**src/rtl/flash_host_pkg.sv**
```systemverilog
package flash_host_pkg;

	localparam int CLK_MHZ = 20;

	// Register byte offsets
	localparam logic [7:0] ADR_CONTROL = 8'h00;
	localparam logic [7:0] ADR_ADDRESS = 8'h04;
	localparam logic [7:0] ADR_WDATA = 8'h08;
	localparam logic [7:0] ADR_STATUS = 8'h0c;
	localparam logic [7:0] ADR_RDATA = 8'h10;
	localparam logic [7:0] ADR_HIST = 8'h14;

	// Control register fields
	localparam int CTL_OP_LSB = 0;
	localparam int CTL_GO = 3;
	localparam int CTL_WP = 4;
	localparam int CTL_AUTO_FF = 5;
	localparam int CTL_CLR_REFUSED = 7;
	localparam logic [7:0] CTL_RESET = 8'h10;

	// Status register fields of this controller, then the setup byte position in the write data register
	localparam int ST_BUSY = 8;
	localparam int ST_RB = 9;
	localparam int ST_ERR_PEND = 10;
	localparam int ST_REFUSED = 11;
	localparam int ST_SEQ_ERR = 12;
	localparam int ST_ABORTED = 13;
	localparam int WDATA_SETUP_LSB = 8;

	// Device status byte fields
	localparam int SR_READY = 7;
	localparam int SR_ERASE_ERR = 5;
	localparam int SR_WRITE_ERR = 4;
	localparam int SR_SUPPLY_ERR = 3;
	localparam int SR_PROTECT = 1;
	localparam logic [7:0] SR_POLL_MASK = 8'hfe;
	localparam logic [7:0] SR_ERR_MASK = 8'h3a;

	// Device command codes
	localparam logic [7:0] CMD_READ_STATUS = 8'h70;
	localparam logic [7:0] CMD_READ_ARRAY = 8'hff;
	localparam logic [7:0] CMD_OTP_SETUP = 8'hc0;

	typedef enum logic [2:0] {
		OP_WRITE = 3'h0,
		OP_READ = 3'h1,
		OP_TWO_STEP = 3'h2,
		OP_POLL = 3'h3,
		OP_RESET = 3'h4,
		OP_CLEAR = 3'h5,
		OP_OTP = 3'h6
	} op_t;

	// Pin timing, least times in ns
	localparam int T_SETUP_NS = 50;
	localparam int T_STROBE_NS = 100;
	localparam int T_ACCESS_NS = 150;
	localparam int T_RECOVER_NS = 50;
	localparam int T_RESET_NS = 150;
	localparam int T_RESET_REC_NS = 1000;

	function automatic int cycles_min(input int ns);
		int c;
		c = (ns * CLK_MHZ + 999) / 1000;
		return (c < 1) ? 1 : c;
	endfunction : cycles_min

	localparam int C_SETUP = cycles_min(T_SETUP_NS);
	localparam int C_STROBE = cycles_min(T_STROBE_NS);
	localparam int C_ACCESS = cycles_min(T_ACCESS_NS);
	localparam int C_RECOVER = cycles_min(T_RECOVER_NS);
	localparam int C_RESET = cycles_min(T_RESET_NS);
	localparam int C_RESET_REC = cycles_min(T_RESET_REC_NS);

endpackage : flash_host_pkg

```
**src/rtl/flash_host_ctl.sv**
```systemverilog
// Summary of operation
// - One-time program: write C0H first, then data at target address.
// - Bit 4 flags OTP data error; error bits accumulate until cleared.
// - After last OTP program, write FFH to return to read-array.
// - Any error flag set: issue clear-status before retrying anything; the controller refuses only two-step and OTP ops while an error is pending.
// - After an abort the host repeats the whole command sequence.
// - Only the selected device drives outputs; output enable is shared.
// - Mask reserved bit 0 when polling status.
// - After clear-lock-bits, write FFH to return to read-array.
module flash_host_ctl #(
	parameter int ADDR_W = 20,
	parameter int HIST_DEPTH = 8
) (
	input wire logic clk_i,
	input wire logic rst_i,
	input wire logic [7:0] wb_adr_i,
	input wire logic [31:0] wb_dat_i,
	output logic [31:0] wb_dat_o,
	input wire logic [3:0] wb_sel_i,
	input wire logic wb_we_i,
	input wire logic wb_cyc_i,
	input wire logic wb_stb_i,
	output logic wb_ack_o,
	output logic [ADDR_W-1:0] addr_o,
	output logic [7:0] dq_o,
	input wire logic [7:0] dq_i,
	output logic dq_oe_n_o,
	output logic ce_n_o,
	output logic oe_n_o,
	output logic we_n_o,
	output logic reset_powerdown_n_o,
	output logic wp_n_o,
	input wire logic ready_busy_n_i
);

	localparam int HW = $clog2(HIST_DEPTH);

	if (ADDR_W < 1 || ADDR_W > 30) begin : g_chk_addr
		$error("ADDR_W must be 1 to 30");
	end
	if (HIST_DEPTH < 2 || (1 << HW) != HIST_DEPTH) begin : g_chk_hist
		$error("HIST_DEPTH must be a power of two, at least 2");
	end

	typedef enum logic [2:0] {
		S_IDLE = 3'b000,
		S_SETUP = 3'b001,
		S_PULSE = 3'b011,
		S_RECOVER = 3'b010,
		S_RST = 3'b110,
		S_RST_WAIT = 3'b111
	} state_t;

	function automatic logic [31:0] lane_merge(input logic [31:0] old, input logic [31:0] nw,
			input logic [3:0] sel);
		logic [31:0] r;
		r = old;
		for (int i = 0; i < 4; i++) begin
			if (sel[i]) begin
				r[8*i +: 8] = nw[8*i +: 8];
			end
		end
		return r;
	endfunction : lane_merge

	// Bus slave
	logic wr_en, rd_en;
	logic [7:0] ctrl_q;
	logic [31:0] addr_reg_q, wdata_q;
	logic [HW-1:0] hist_rptr_q, hist_wptr_q;
	logic [HW:0] hist_cnt_q;
	logic [7:0] hist_rdata;
	logic go;

	assign wr_en = wb_cyc_i && wb_stb_i && wb_we_i && !wb_ack_o;
	assign rd_en = wb_cyc_i && wb_stb_i && !wb_we_i && !wb_ack_o;
	assign go = wr_en && wb_adr_i == flash_host_pkg::ADR_CONTROL && wb_sel_i[0] && wb_dat_i[flash_host_pkg::CTL_GO];

	always_ff @(posedge clk_i) begin
		if (rst_i) begin
			wb_ack_o <= 1'b0;
		end else begin
			wb_ack_o <= wb_cyc_i && wb_stb_i && !wb_ack_o;
		end
	end

	always_ff @(posedge clk_i) begin
		if (rst_i) begin
			ctrl_q <= flash_host_pkg::CTL_RESET;
			addr_reg_q <= '0;
			wdata_q <= '0;
			hist_rptr_q <= '0;
		end else if (wr_en) begin
			unique case (wb_adr_i)
				flash_host_pkg::ADR_CONTROL: begin
					if (wb_sel_i[0]) begin
						ctrl_q <= wb_dat_i[7:0] & ~(8'h01 << flash_host_pkg::CTL_GO)
							& ~(8'h01 << flash_host_pkg::CTL_CLR_REFUSED);
					end
				end
				flash_host_pkg::ADR_ADDRESS: addr_reg_q <= lane_merge(addr_reg_q, wb_dat_i, wb_sel_i);
				flash_host_pkg::ADR_WDATA: wdata_q <= lane_merge(wdata_q, wb_dat_i, wb_sel_i);
				flash_host_pkg::ADR_HIST: begin
					if (wb_sel_i[0]) begin
						hist_rptr_q <= wb_dat_i[HW-1:0];
					end
				end
				default: ;
			endcase
		end
	end

	// Ready/busy pin, three-stage synchroniser
	logic rb_s1_q, rb_s2_q, rb_s3_q, rb_q;

	always_ff @(posedge clk_i) begin
		if (rst_i) begin
			rb_s1_q <= 1'b1;
			rb_s2_q <= 1'b1;
			rb_s3_q <= 1'b1;
			rb_q <= 1'b1;
		end else begin
			rb_s1_q <= ready_busy_n_i;
			rb_s2_q <= rb_s1_q;
			rb_s3_q <= rb_s2_q;
			if (rb_s2_q == rb_s3_q) begin
				rb_q <= rb_s3_q;
			end
		end
	end

	// Sequencer
	state_t state_q;
	flash_host_pkg::op_t op_q, op_req;
	logic [1:0] step_q;
	logic cyc_write_q;
	logic [15:0] cnt_q;
	logic [7:0] rdata_q, status_q;
	logic err_pend_q, refused_q, aborted_q, hist_we, auto_ff_q;
	logic refuse;

	assign op_req = flash_host_pkg::op_t'(wb_dat_i[flash_host_pkg::CTL_OP_LSB +: 3]);
	assign refuse = go && (state_q != S_IDLE || (err_pend_q
		&& (op_req == flash_host_pkg::OP_TWO_STEP || op_req == flash_host_pkg::OP_OTP)));
	assign hist_we = state_q == S_RECOVER && cnt_q == '0 && op_q == flash_host_pkg::OP_POLL
		&& !cyc_write_q && rdata_q[flash_host_pkg::SR_READY];

	always_ff @(posedge clk_i) begin
		if (rst_i) begin
			state_q <= S_IDLE;
			op_q <= flash_host_pkg::OP_WRITE;
			step_q <= '0;
			cyc_write_q <= 1'b0;
			cnt_q <= '0;
			addr_o <= '0;
			dq_o <= '0;
			dq_oe_n_o <= 1'b1;
			ce_n_o <= 1'b1;
			oe_n_o <= 1'b1;
			we_n_o <= 1'b1;
			reset_powerdown_n_o <= 1'b1;
			auto_ff_q <= 1'b0;
			rdata_q <= '0;
		end else begin
			unique case (state_q)
				S_IDLE: begin
					if (go && !refuse) begin
						op_q <= op_req;
						auto_ff_q <= wb_dat_i[flash_host_pkg::CTL_AUTO_FF];
						step_q <= '0;
						addr_o <= addr_reg_q[ADDR_W-1:0];
						cnt_q <= 16'(flash_host_pkg::C_SETUP - 1);
						unique case (op_req)
							flash_host_pkg::OP_READ: begin
								cyc_write_q <= 1'b0;
								ce_n_o <= 1'b0;
								state_q <= S_SETUP;
							end
							flash_host_pkg::OP_RESET: begin
								reset_powerdown_n_o <= 1'b0;
								cnt_q <= 16'(flash_host_pkg::C_RESET - 1);
								state_q <= S_RST;
							end
							default: begin
								cyc_write_q <= 1'b1;
								ce_n_o <= 1'b0;
								dq_oe_n_o <= 1'b0;
								state_q <= S_SETUP;
								unique case (op_req)
									flash_host_pkg::OP_POLL: dq_o <= flash_host_pkg::CMD_READ_STATUS;
									flash_host_pkg::OP_OTP: dq_o <= flash_host_pkg::CMD_OTP_SETUP;
									flash_host_pkg::OP_TWO_STEP: dq_o <= wdata_q[flash_host_pkg::WDATA_SETUP_LSB +: 8];
									default: dq_o <= wdata_q[7:0];
								endcase
							end
						endcase
					end
				end
				S_SETUP: begin
					if (cnt_q == '0) begin
						we_n_o <= !cyc_write_q;
						oe_n_o <= cyc_write_q;
						cnt_q <= cyc_write_q ? 16'(flash_host_pkg::C_STROBE - 1) : 16'(flash_host_pkg::C_ACCESS - 1);
						state_q <= S_PULSE;
					end else begin
						cnt_q <= cnt_q - 16'd1;
					end
				end
				S_PULSE: begin
					if (cnt_q == '0) begin
						if (!cyc_write_q) begin
							rdata_q <= dq_i;
						end
						we_n_o <= 1'b1;
						oe_n_o <= 1'b1;
						ce_n_o <= 1'b1;
						cnt_q <= 16'(flash_host_pkg::C_RECOVER - 1);
						state_q <= S_RECOVER;
					end else begin
						cnt_q <= cnt_q - 16'd1;
					end
				end
				S_RECOVER: begin
					if (cnt_q != '0) begin
						cnt_q <= cnt_q - 16'd1;
					end else begin
						dq_oe_n_o <= 1'b1;
						cnt_q <= 16'(flash_host_pkg::C_SETUP - 1);
						step_q <= step_q + 2'd1;
						state_q <= S_IDLE;
						unique case (op_q)
							flash_host_pkg::OP_TWO_STEP, flash_host_pkg::OP_OTP: begin
								if (step_q == 2'd0) begin
									dq_o <= wdata_q[7:0];
									dq_oe_n_o <= 1'b0;
									ce_n_o <= 1'b0;
									state_q <= S_SETUP;
								end
							end
							flash_host_pkg::OP_POLL: begin
								if (cyc_write_q && step_q == 2'd0) begin
									cyc_write_q <= 1'b0;
									ce_n_o <= 1'b0;
									state_q <= S_SETUP;
								end else if (!cyc_write_q && !rdata_q[flash_host_pkg::SR_READY]) begin
									step_q <= step_q;
									ce_n_o <= 1'b0;
									state_q <= S_SETUP;
								end else if (!cyc_write_q && auto_ff_q) begin
									cyc_write_q <= 1'b1;
									dq_o <= flash_host_pkg::CMD_READ_ARRAY;
									dq_oe_n_o <= 1'b0;
									ce_n_o <= 1'b0;
									state_q <= S_SETUP;
								end
							end
							default: ;
						endcase
					end
				end
				S_RST: begin
					if (cnt_q == '0) begin
						reset_powerdown_n_o <= 1'b1;
						cnt_q <= 16'(flash_host_pkg::C_RESET_REC - 1);
						state_q <= S_RST_WAIT;
					end else begin
						cnt_q <= cnt_q - 16'd1;
					end
				end
				S_RST_WAIT: begin
					if (cnt_q != '0) begin
						cnt_q <= cnt_q - 16'd1;
					end else if (rb_q) begin
						state_q <= S_IDLE;
					end
				end
				default: state_q <= S_IDLE;
			endcase
		end
	end

	// Status copy and error tracking
	always_ff @(posedge clk_i) begin
		if (rst_i) begin
			status_q <= '0;
			err_pend_q <= 1'b0;
			aborted_q <= 1'b0;
		end else if (hist_we) begin
			status_q <= rdata_q & flash_host_pkg::SR_POLL_MASK;
			err_pend_q <= err_pend_q || |(rdata_q & flash_host_pkg::SR_ERR_MASK);
		end else if (state_q == S_RST && cnt_q == '0) begin
			status_q <= '0;
			err_pend_q <= 1'b0;
			aborted_q <= !rb_q;
		end else if (state_q == S_RECOVER && cnt_q == '0 && op_q == flash_host_pkg::OP_CLEAR) begin
			err_pend_q <= 1'b0;
			status_q <= status_q & ~flash_host_pkg::SR_ERR_MASK;
		end else if (go && !refuse && op_req != flash_host_pkg::OP_RESET) begin
			aborted_q <= 1'b0;
		end
	end

	// Refusal flag, a new refusal wins over the clear
	always_ff @(posedge clk_i) begin
		if (rst_i) begin
			refused_q <= 1'b0;
		end else if (refuse) begin
			refused_q <= 1'b1;
		end else if (wr_en && wb_adr_i == flash_host_pkg::ADR_CONTROL && wb_sel_i[0]
				&& wb_dat_i[flash_host_pkg::CTL_CLR_REFUSED]) begin
			refused_q <= 1'b0;
		end
	end

	// History of completed status polls
	always_ff @(posedge clk_i) begin
		if (rst_i) begin
			hist_wptr_q <= '0;
			hist_cnt_q <= '0;
		end else if (hist_we) begin
			hist_wptr_q <= hist_wptr_q + 1'b1;
			if (hist_cnt_q != (HW + 1)'(HIST_DEPTH)) begin
				hist_cnt_q <= hist_cnt_q + 1'b1;
			end
		end
	end

	status_hist_mem #(
		.WIDTH(8),
		.DEPTH(HIST_DEPTH)
	) u_hist (
		.clk_i(clk_i),
		.we_i(hist_we),
		.waddr_i(hist_wptr_q),
		.wdata_i(rdata_q & flash_host_pkg::SR_POLL_MASK),
		.raddr_i(hist_rptr_q),
		.rdata_o(hist_rdata)
	);

	assign wp_n_o = ctrl_q[flash_host_pkg::CTL_WP];

	// Read mux; reads have no side effects
	always_ff @(posedge clk_i) begin
		if (rst_i) begin
			wb_dat_o <= '0;
		end else if (rd_en) begin
			unique case (wb_adr_i)
				flash_host_pkg::ADR_CONTROL: wb_dat_o <= {24'h000000, ctrl_q};
				flash_host_pkg::ADR_ADDRESS: wb_dat_o <= addr_reg_q;
				flash_host_pkg::ADR_WDATA: wb_dat_o <= wdata_q;
				flash_host_pkg::ADR_STATUS: begin
					wb_dat_o <= '0;
					wb_dat_o[7:0] <= status_q;
					wb_dat_o[flash_host_pkg::ST_BUSY] <= state_q != S_IDLE;
					wb_dat_o[flash_host_pkg::ST_RB] <= rb_q;
					wb_dat_o[flash_host_pkg::ST_ERR_PEND] <= err_pend_q;
					wb_dat_o[flash_host_pkg::ST_REFUSED] <= refused_q;
					// both bits mark a sequence error
					wb_dat_o[flash_host_pkg::ST_SEQ_ERR] <= status_q[flash_host_pkg::SR_ERASE_ERR]
						&& status_q[flash_host_pkg::SR_WRITE_ERR];
					wb_dat_o[flash_host_pkg::ST_ABORTED] <= aborted_q;
				end
				flash_host_pkg::ADR_RDATA: wb_dat_o <= {24'h000000, rdata_q};
				flash_host_pkg::ADR_HIST: wb_dat_o <= {16'h0000, 7'(hist_cnt_q), 1'b0, hist_rdata};
				default: wb_dat_o <= '0;
			endcase
		end
	end

endmodule : flash_host_ctl

```
**src/rtl/status_hist_mem.sv**
```systemverilog
module status_hist_mem #(
	parameter int WIDTH = 8,
	parameter int DEPTH = 8
) (
	input wire logic clk_i,
	input wire logic we_i,
	input wire logic [$clog2(DEPTH)-1:0] waddr_i,
	input wire logic [WIDTH-1:0] wdata_i,
	input wire logic [$clog2(DEPTH)-1:0] raddr_i,
	output logic [WIDTH-1:0] rdata_o
);

	logic [WIDTH-1:0] mem_q [DEPTH];

	always_ff @(posedge clk_i) begin
		if (we_i) begin
			mem_q[waddr_i] <= wdata_i;
		end
	end

	always_ff @(posedge clk_i) begin
		rdata_o <= mem_q[raddr_i];
	end

endmodule : status_hist_mem

```
**config.mk**
```make
export PLATFORM = sky130hd
export DESIGN_NAME = flash_host_ctl
export DESIGN_NICKNAME = d
export VERILOG_FILES = /design/src/rtl/flash_host_pkg.sv /design/src/rtl/flash_host_ctl.sv /design/src/rtl/status_hist_mem.sv
export SDC_FILE = /design/constraint.sdc
export NUM_CORES = 1
export LEC_CHECK = 0
export ABC_CLOCK_PERIOD_IN_PS = 5400
export BUFFER_PORTS_ARGS = -buffer_cell sky130_fd_sc_hd__buf_4
export CAP_MARGIN = 20
export CORE_MARGIN = 2
export CORE_UTILIZATION = 40
export CTS_CLUSTER_SIZE = 40
export DETAILED_ROUTE_END_ITERATION = 7
export GPL_ROUTABILITY_DRIVEN = 0
export PLACE_DENSITY = 0.61
export SETUP_SLACK_MARGIN = 0.2
export SKIP_CTS_REPAIR_TIMING = 1
export SYNTH_ARGS = -nofsm -noshare
export SYNTH_HDL_FRONTEND = slang
export SYNTH_HIERARCHICAL = 1
export SYNTH_SLANG_ARGS = --single-unit
export TNS_END_PERCENT = 10
```
**constraint.sdc**
```tcl
create_clock -name clk_i -period 5.4 [get_ports clk_i]
set_input_delay 1.35 -clock clk_i [delete_from_list [all_inputs] [get_ports clk_i]]
set_output_delay 1.35 -clock clk_i [all_outputs]
set_load 0.02 [all_outputs]
```
==> metrics.txt, run 1 <==
die height=173 µm; clk_skew=11.3 ps; Die Area=29,900 µm²; min Tclk post-route=3570 ps; Routed Antenna Nets=0; setup tns final=0 ps; Hold Slack=422 ps; cell chain of the critical path=buf_4 > and4b_1 > nand2_1 > buf_4 > or4_4 > a211oi_2 > o221ai_2 > a21oi_1; number of CTS-inserted buffers=28; Setup WS post-layout=1830 ps; dpl cells=1,639; WL/cell=18.6 µm; Final Hold Fails=0; port bufs=124; RSZ-0062 raised after global routing=false; WP data arrival=4030 ps; final setup violation count=0; Synth area leader=dfxtp_1; Die X=173 µm; H-tree depth=1; First DRT Iteration DRCs=790; leakage power total=4.78 nW; Area Overhead vs Synth=19.3%; Hold Path Class=register to register; Clock Sinks=266; data required time of the worst path=5870 ps; Max Fclk=280 MHz; EDFF count, synth=64; WL final=31,500 µm; synthesized flop and latch total=266; PwrDens=417 nW/µm²; largest net degree at the start of global routing=113; DRC errors left=0; worst slack, placed=1320 ps; max_cap viols=0; GRT Resource Usage Total=20.6%; Clock Latency Late Sink=540 ps; Worst path slowest cell=a211oi_2; first-pass GRT wire length=50,100 µm; crit path kind=input port to register; # nets final=1,354; Synth Instances=1,181; vias in the first global route=8,927; startpoint types=input port; Reg clk slew, reported paths=60 ps; relative slew slack=31.6%; Post-Syn Area per Cell=9.66 µm²; initial antenna violation count=1; core box area=27,900 µm²; via count=9,223; number of I/O pins=125; register area share after synthesis=52.3%; crit end category=register; clk root buf=clkbuf_16; CP peak stage delay=850 ps; grt ovf=0; Placed Area=12,700 µm²; Non-Filler Instances=1,691; slew of the pin with the lowest slew margin=1020 ps; post-detail-place hpwl=22,100 µm; status=finished clean; Initial DRT Pass Iterations=6; via/cell ratio=5.45; n_diodes=0; critical path fanouts, max=21; Worst VDD drop=0.443 mV; ys flop type=dfxtp_1; Async SR Flop Fraction=0%; Area contributors post-synth=dfxtp_1, edfxtp_1, a21oi_1; cell mode on critical path=buf_4; layout cells sized above 1=18.0%; Yosys warnings=6; top-area cell type share of the netlist area=35.5%; Synth Cell Area=11,400 µm²; TritonCTS clock tree=done; Synth cell types=77; CTS Buffer Depth=3; Slew Limit Fails=0; row cnt=61; period utilization=66.1%; Final Cell Area=13,600 µm²; initial core utilization=40.8%
-- layer usage --
layer  part of all wire, %  global-route usage (%)  up-vias
met4                   3.1                    6.39        2
met2                    46                    33.5      323
met3                   5.7                    2.70       63
met5                 0.051                       0        -
met1                    45                    28.7     4367
li1                      -                       -     4468
-- worst max-delay path, delay by kind of cell --
family,cells,cell delay [ps]
buf+inv,2,290
compound gates,3,1280
simple gates,3,1100
-- flip-flops by register name, indices dropped and copies added, names as in the netlist, 7 cells and up --
name            cells
u_hist/mem_q       64
addr_reg_q         32
wb_dat_o           32
wdata_q            32
addr_o             20
cnt_q              16
dq_o                8
rdata_q             8
u_hist/rdata_o      8
status_q            7
-- per-stage QoR --
stage                     utilization, %  power, mW
after CTS                           48.7       5.69
after global routing                48.7       5.96
after global placement              45.3       3.73
after floorplan                        -       3.43
after detailed placement            45.3       3.74
final                               48.7       5.67
-- kinds of logic after synthesis --
family | synth area share (%)
flip-flops | 52.3
other | 0.0329
XOR/XNOR | 1.07
multiplexers | 7.89
AO/OA/AOI/OAI | 15.4
buffers and inverters | 3.28
adder cells (fa/ha/maj) | 0.548
AND/OR/NAND/NOR | 19.4
-- power breakdown --
group	leakage, nW	total [mW]	internal (mW)	switching, mW
Clock	0.465	1.95	1.17	0.781
Combinational	2.09	1.50	0.535	0.966
Sequential	2.22	2.22	2.10	0.119
Total	4.78	5.67	3.80	1.87
-- path summary, 6_finish.rpt --
kind             from                  to  slack (ps)  cells past startpoint
max          wb_stb_i             dq_o[7]        1830                      8
min           rb_s1_q             rb_s2_q         420                      1
max reg2reg  cnt_q[0]  u_hist/mem_q[6][4]        1940                      7
min reg2reg   rb_s1_q             rb_s2_q         420                      1
-- layout make-up --
| cell class | count | area [µm²] |
|---|---|---|
| Inverter | 12 | 45.0 |
| Clock inverter | 12 | 115 |
| Timing Repair Buffer | 142 | 1070 |
| Multi-Input combinational cell | 841 | 5100 |
| Sequential cell | 266 | 5970 |
| Tap cell | 378 | 473 |
| Clock buffer | 40 | 837 |
| Fill cell | 2692 | 14300 |
-- cell usage in the layout, fill, tap and decap left out, types with 7 or more instances in the layout --
cell type | Yosys | layout
a221o_1 | 7 | 7
o21ai_0 | 58 | 58
a21oi_1 | 137 | 137
nand3_1 | 17 | 17
nor3_1 | 24 | 24
nand4_1 | 9 | 9
nor2_2 | 7 | 7
mux4_1 | 15 | 15
conb_1 | 1 | 8
clkbuf_16 | 0 | 29
nand3b_1 | 7 | 7
a222oi_1 | 7 | 7
nand2_1 | 173 | 173
nor2b_1 | 10 | 10
a22oi_1 | 27 | 27
xnor2_1 | 10 | 10
dfxtp_1 | 202 | 202
nor2_1 | 144 | 144
mux2_2 | 10 | 10
clkbuf_8 | 0 | 7
edfxtp_1 | 64 | 64
or3_1 | 7 | 7
mux2i_1 | 37 | 37
nand2b_1 | 14 | 14
buf_4 | 1 | 141
inv_1 | 12 | 12
-- synth_stat cells (4+ instances only) --
library cell and count:
dfxtp_1 202, nand2_1 173, nor2_1 144, a21oi_1 137, edfxtp_1 64, o21ai_0 58, clkbuf_1 42, mux2i_1 37
a22oi_1 27, nor3_1 24, nand3_1 17, buf_2 16, mux4_1 15, nand2b_1 14, inv_1 12, mux2_2 10
nor2b_1 10, xnor2_1 10, nand4_1 9, a221o_1 7, a222oi_1 7, nand3b_1 7, nor2_2 7, or3_1 7
a221oi_1 6, a22o_1 6, or2_2 6, buf_1 5, ha_1 5, nor3_2 5, o211ai_1 5, a31oi_1 4
buf_6 4, nor3b_1 4, nor4_1 4, xor2_1 4
(Power assumes the default switching activity.)
==> run 2: changes to the inputs <==
Settings changed: ABC_CLOCK_PERIOD_IN_PS 5400 to 3100, PLACE_DENSITY 0.61 to 0.63.
Clock period 5.4 ns to 3.1 ns, I/O delays scaled along.
==> metrics.txt, run 2 (synthesis gave the netlist of run 1 again) <==
status=finished clean; Initial DRT Pass Iterations=6; WP data arrival=2770 ps; First DRT Iteration DRCs=868; DRC errors left=0; first-pass GRT wire length=50,100 µm; via/cell ratio=5.48; # nets final=1,377; CTS Buffer Depth=3; clk root buf=clkbuf_16; FF-to-FF path depth=9; port bufs=124; layout cells sized above 1=19.5%; dpl cells=1,662; row cnt=61; Die Area=29,900 µm²; reg2reg end=u_hist/mem_q[0][3]; Setup WS post-layout=586 ps; Final Cell Area=13,900 µm²; TritonCTS clock tree=done; Final Hold Fails=0; PwrDens=719 nW/µm²; data required time of the worst path=3350 ps; H-tree depth=1; period utilization=81.1%; Clock Latency Late Sink=570 ps; max_cap viols=0; Slew Limit Fails=0; cell chain of the critical path=inv_1 > ha_1 > nor4b_1 > nand4_1 > nor3_1 > buf_4 > nand2b_1 > nor3_1 > buf_4; number of I/O pins=125; Routed Antenna Nets=0; clk_skew=37.7 ps; hold_sp=ready_busy_n_i; CP peak stage delay=340 ps; Die X=173 µm; Non-Filler Instances=1,714; RSZ-0062 raised after global routing=false; Biggest register=u_hist/mem_q; Worst VDD drop=0.586 mV; relative slew slack=48.3%; Clock Sinks=266; startpoint types=register; grt ovf=0; GRT Resource Usage Total=20.8%; Worst R2R Start=cnt_q[0]; Filler Cell Count=2,609; max reg flops=64; leakage power total=4.93 nW; post-detail-place hpwl=22,600 µm; most used cells in the layout excluding fill and tap cells=dfxtp_1, nand2_1, buf_4, nor2_1, a21oi_1; slew of the pin with the lowest slew margin=775 ps; WL final=31,800 µm; number of cells on the worst hold path=2; hold endpoint=rb_s1_q; largest net degree at the start of global routing=61; Reg clk slew, reported paths=60 ps; core box area=27,900 µm²; initial antenna violation count=0; Placed Area=12,900 µm²; setup tns final=0 ps; die height=173 µm; crit end category=register; R2R Setup Slk=590 ps; Max Fclk=398 MHz; commonest non-fill, non-tap cell in the layout=dfxtp_1; worst slack, placed=306 ps; WL/cell=18.5 µm; vias in the first global route=8,857; final setup violation count=0; initial core utilization=40.8%; n_diodes=0; number of CTS-inserted buffers=28; Area Overhead vs Synth=21.7%; min Tclk post-route=2510 ps; via count=9,396; crit path kind=register to register; Worst path slowest cell=dfxtp_1; Hold Path Class=input port to register; critical path fanouts, max=8
run 2: worst max-delay path by stage:
stage / startpoint / endpoint / slack [ps] / cells past startpoint
CTS: cnt_q[0] / u_hist/mem_q[0][3] / 590 / 9
floorplan: cnt_q[0] / u_hist/mem_q[4][0] / 540 / 7
detailed placement: wb_adr_i[5] / addr_reg_q[12] / 310 / 8
global route: cnt_q[0] / u_hist/mem_q[4][3] / 310 / 9
global placement: wb_adr_i[5] / dq_o[5] / 340 / 8
finish: cnt_q[0] / u_hist/mem_q[0][3] / 590 / 9
run 2: per-stage QoR:
stage                     hold WS, ps  power (mW)  util, %
final                             416        9.98     49.7
after global routing              410        10.4     49.7
after CTS                         399        10.1     49.7
after detailed placement          413        6.46     46.0
after global placement            399        6.45     46.0
after floorplan                   389        5.98        -
run 2: cell type report:
cell class | instances | area [µm²] | area share, %
Multi-Input combinational cell | 841 | 5100 | 36.7
Clock buffer | 30 | 718 | 5.17
Tap cell | 378 | 473 | 3.41
Timing Repair Buffer | 165 | 1280 | 9.22
Inverter | 12 | 45.0 | 0.325
Clock inverter | 22 | 299 | 2.15
Sequential cell | 266 | 5970 | 43.0
run 2: worst max-delay path, delay by kind of cell, from the launching register on:
family	cells	cell delay, ps
adders and majority gates	1	210
DFF	1	340
and+or+nand+nor	5	1190
buffers and inverters	3	480
run 2: power by group:
group	total [mW]	internal [mW]	switching, mW
logic	2.50	0.913	1.59
registers	3.85	3.66	0.191
clock network	3.63	2.19	1.44
run 2: per-layer routing:
layer / track usage (%) / part of all wire, % / vias up
met5: 0 / 0 / -
met4: 5.40 / 2.2 / 0
met3: 2.95 / 7.9 / 50
met2: 33.4 / 46 / 336
met1: 29.5 / 44 / 4500
li1: - / - / 4510
==> run 3: changes to the inputs <==
Settings changed: ABC_CLOCK_PERIOD_IN_PS 3100 to 2600, PLACE_DENSITY 0.63 to 0.61.
Clock period 3.1 ns to 2.6 ns, I/O delays scaled along.
==> metrics.txt, run 3 (synthesis gave the netlist of run 1 again) <==
initial antenna violation count=0; leakage power total=5.13 nW; Clock Latency Late Sink=560 ps; commonest non-fill, non-tap cell in the layout=dfxtp_1; Slew Limit Fails=0; Initial DRT Pass Iterations=6; critical path fanouts, max=14; data required time of the worst path=3040 ps; status=finished clean; cell chain of the critical path=inv_1 > ha_1 > nor3b_2 > nand4_1 > buf_4 > nor3_1 > buf_4 > nand4_1 > xor2_1 > nor2_1; register share of total power=39.7%; CTS Buffer Depth=3; Placed Area=13,200 µm²; first-pass GRT wire length=51,300 µm; WL/cell=18.7 µm; largest net degree at the start of global routing=107; die height=173 µm; Worst VDD drop=0.636 mV; slew of the pin with the lowest slew margin=742 ps; n_diodes=0; RSZ-0062 raised after global routing=true; Switch Pwr=3.45 mW; Final Cell Area=14,200 µm²; number of CTS-inserted buffers=28; crit end category=register; Die X=173 µm; period utilization=89.6%; GRT Resource Usage Total=21.3%; min Tclk post-route=2330 ps; internal power=7.89 mW; most used cells in the layout excluding fill and tap cells=dfxtp_1, buf_4, nand2_1, nor2_1, a21oi_1; CP peak stage delay=340 ps; Switching Share=30.4%; WP buf/inv=3; # nets final=1,413; Worst path top cell family by delay=simple AND/OR/NAND/NOR gates; PwrDens=801 nW/µm²; layout cells sized above 1=21.9%; R2R Setup Slk=270 ps; Max Fclk=429 MHz; port bufs=124; crit path kind=register to register; clock network power share=36.0%; clk_skew=17.6 ps; vias in the first global route=8,958; clk root buf=clkbuf_16; H-tree depth=1; post-detail-place hpwl=23,300 µm; Clock Sinks=266; core box area=27,900 µm²; WP data arrival=2770 ps; grt ovf=0; max reg flops=64; startpoint types=register; Area Overhead vs Synth=24.2%; max_cap viols=0; Worst path slowest cell=dfxtp_1; setup tns final=0 ps; Biggest register=u_hist/mem_q; relative slew slack=50.5%; via count=9,532; TritonCTS clock tree=done; WL final=32,700 µm; final setup violation count=0; DRC errors left=0; Logic pwr share=24.3%; Final Hold Fails=0; Hold Path Class=input port to register; via/cell ratio=5.45; First DRT Iteration DRCs=941; Die Area=29,900 µm²; Reg clk slew, reported paths=60 ps; row cnt=61; initial core utilization=40.8%; number of I/O pins=125; Routed Antenna Nets=0
run 3: stage by stage:
step	utilization, %	total power [mW]	hold slack [ps]	setup slack, ps	cells
global placement	47.1	7.97	400	80.1	1696
floorplan	-	7.13	389	41.6	1188
detailed placement	47.1	7.16	400	41.9	1696
finish	50.7	11.3	287	271	1750
CTS	50.5	11.2	265	165	1748
global route	50.7	11.8	267	175	1750
run 3: power groups by stage:
| stage | combinational, mW | clock (mW) | sequential, mW |
|---|---|---|---|
| after floorplan | 2.49 | 0 | 4.64 |
| after global placement | 3.31 | 0 | 4.66 |
| final | 2.76 | 4.08 | 4.50 |
| after global routing | 2.98 | 4.33 | 4.52 |
| after detailed placement | 2.58 | 0 | 4.58 |
| after CTS | 2.59 | 4.15 | 4.49 |
run 3: routing by layer:
layer  global-route usage (%)  part of all wire, %  vias up  routed length (µm)
li1                         -                    -     4596                   -
met1                     29.8                   45     4591               14600
met2                     35.1                   47      312               15400
met3                     3.28                  6.8       33                2220
met4                     4.13                  1.3        0                 435
met5                        0                    0        -                   0
run 3: layout make-up:
type | instances | area, µm²
clock buffers | 35 | 737
clock inverters | 17 | 209
fillers | 2643 | 13800
inverters | 12 | 45.0
multi-input cells | 841 | 5140
flip-flops and latches | 266 | 5970
well taps | 378 | 473
repair buffers | 201 | 1590
run 3: worst paths after layout:
| kind | startpoint | end | cells past startpoint |
|---|---|---|---|
| max | cnt_q[0] | hist_cnt_q[3] | 10 |
| min reg2reg | rb_s1_q | rb_s2_q | 1 |
| max reg2reg | cnt_q[0] | hist_cnt_q[3] | 10 |
| min | ready_busy_n_i | rb_s1_q | 2 |
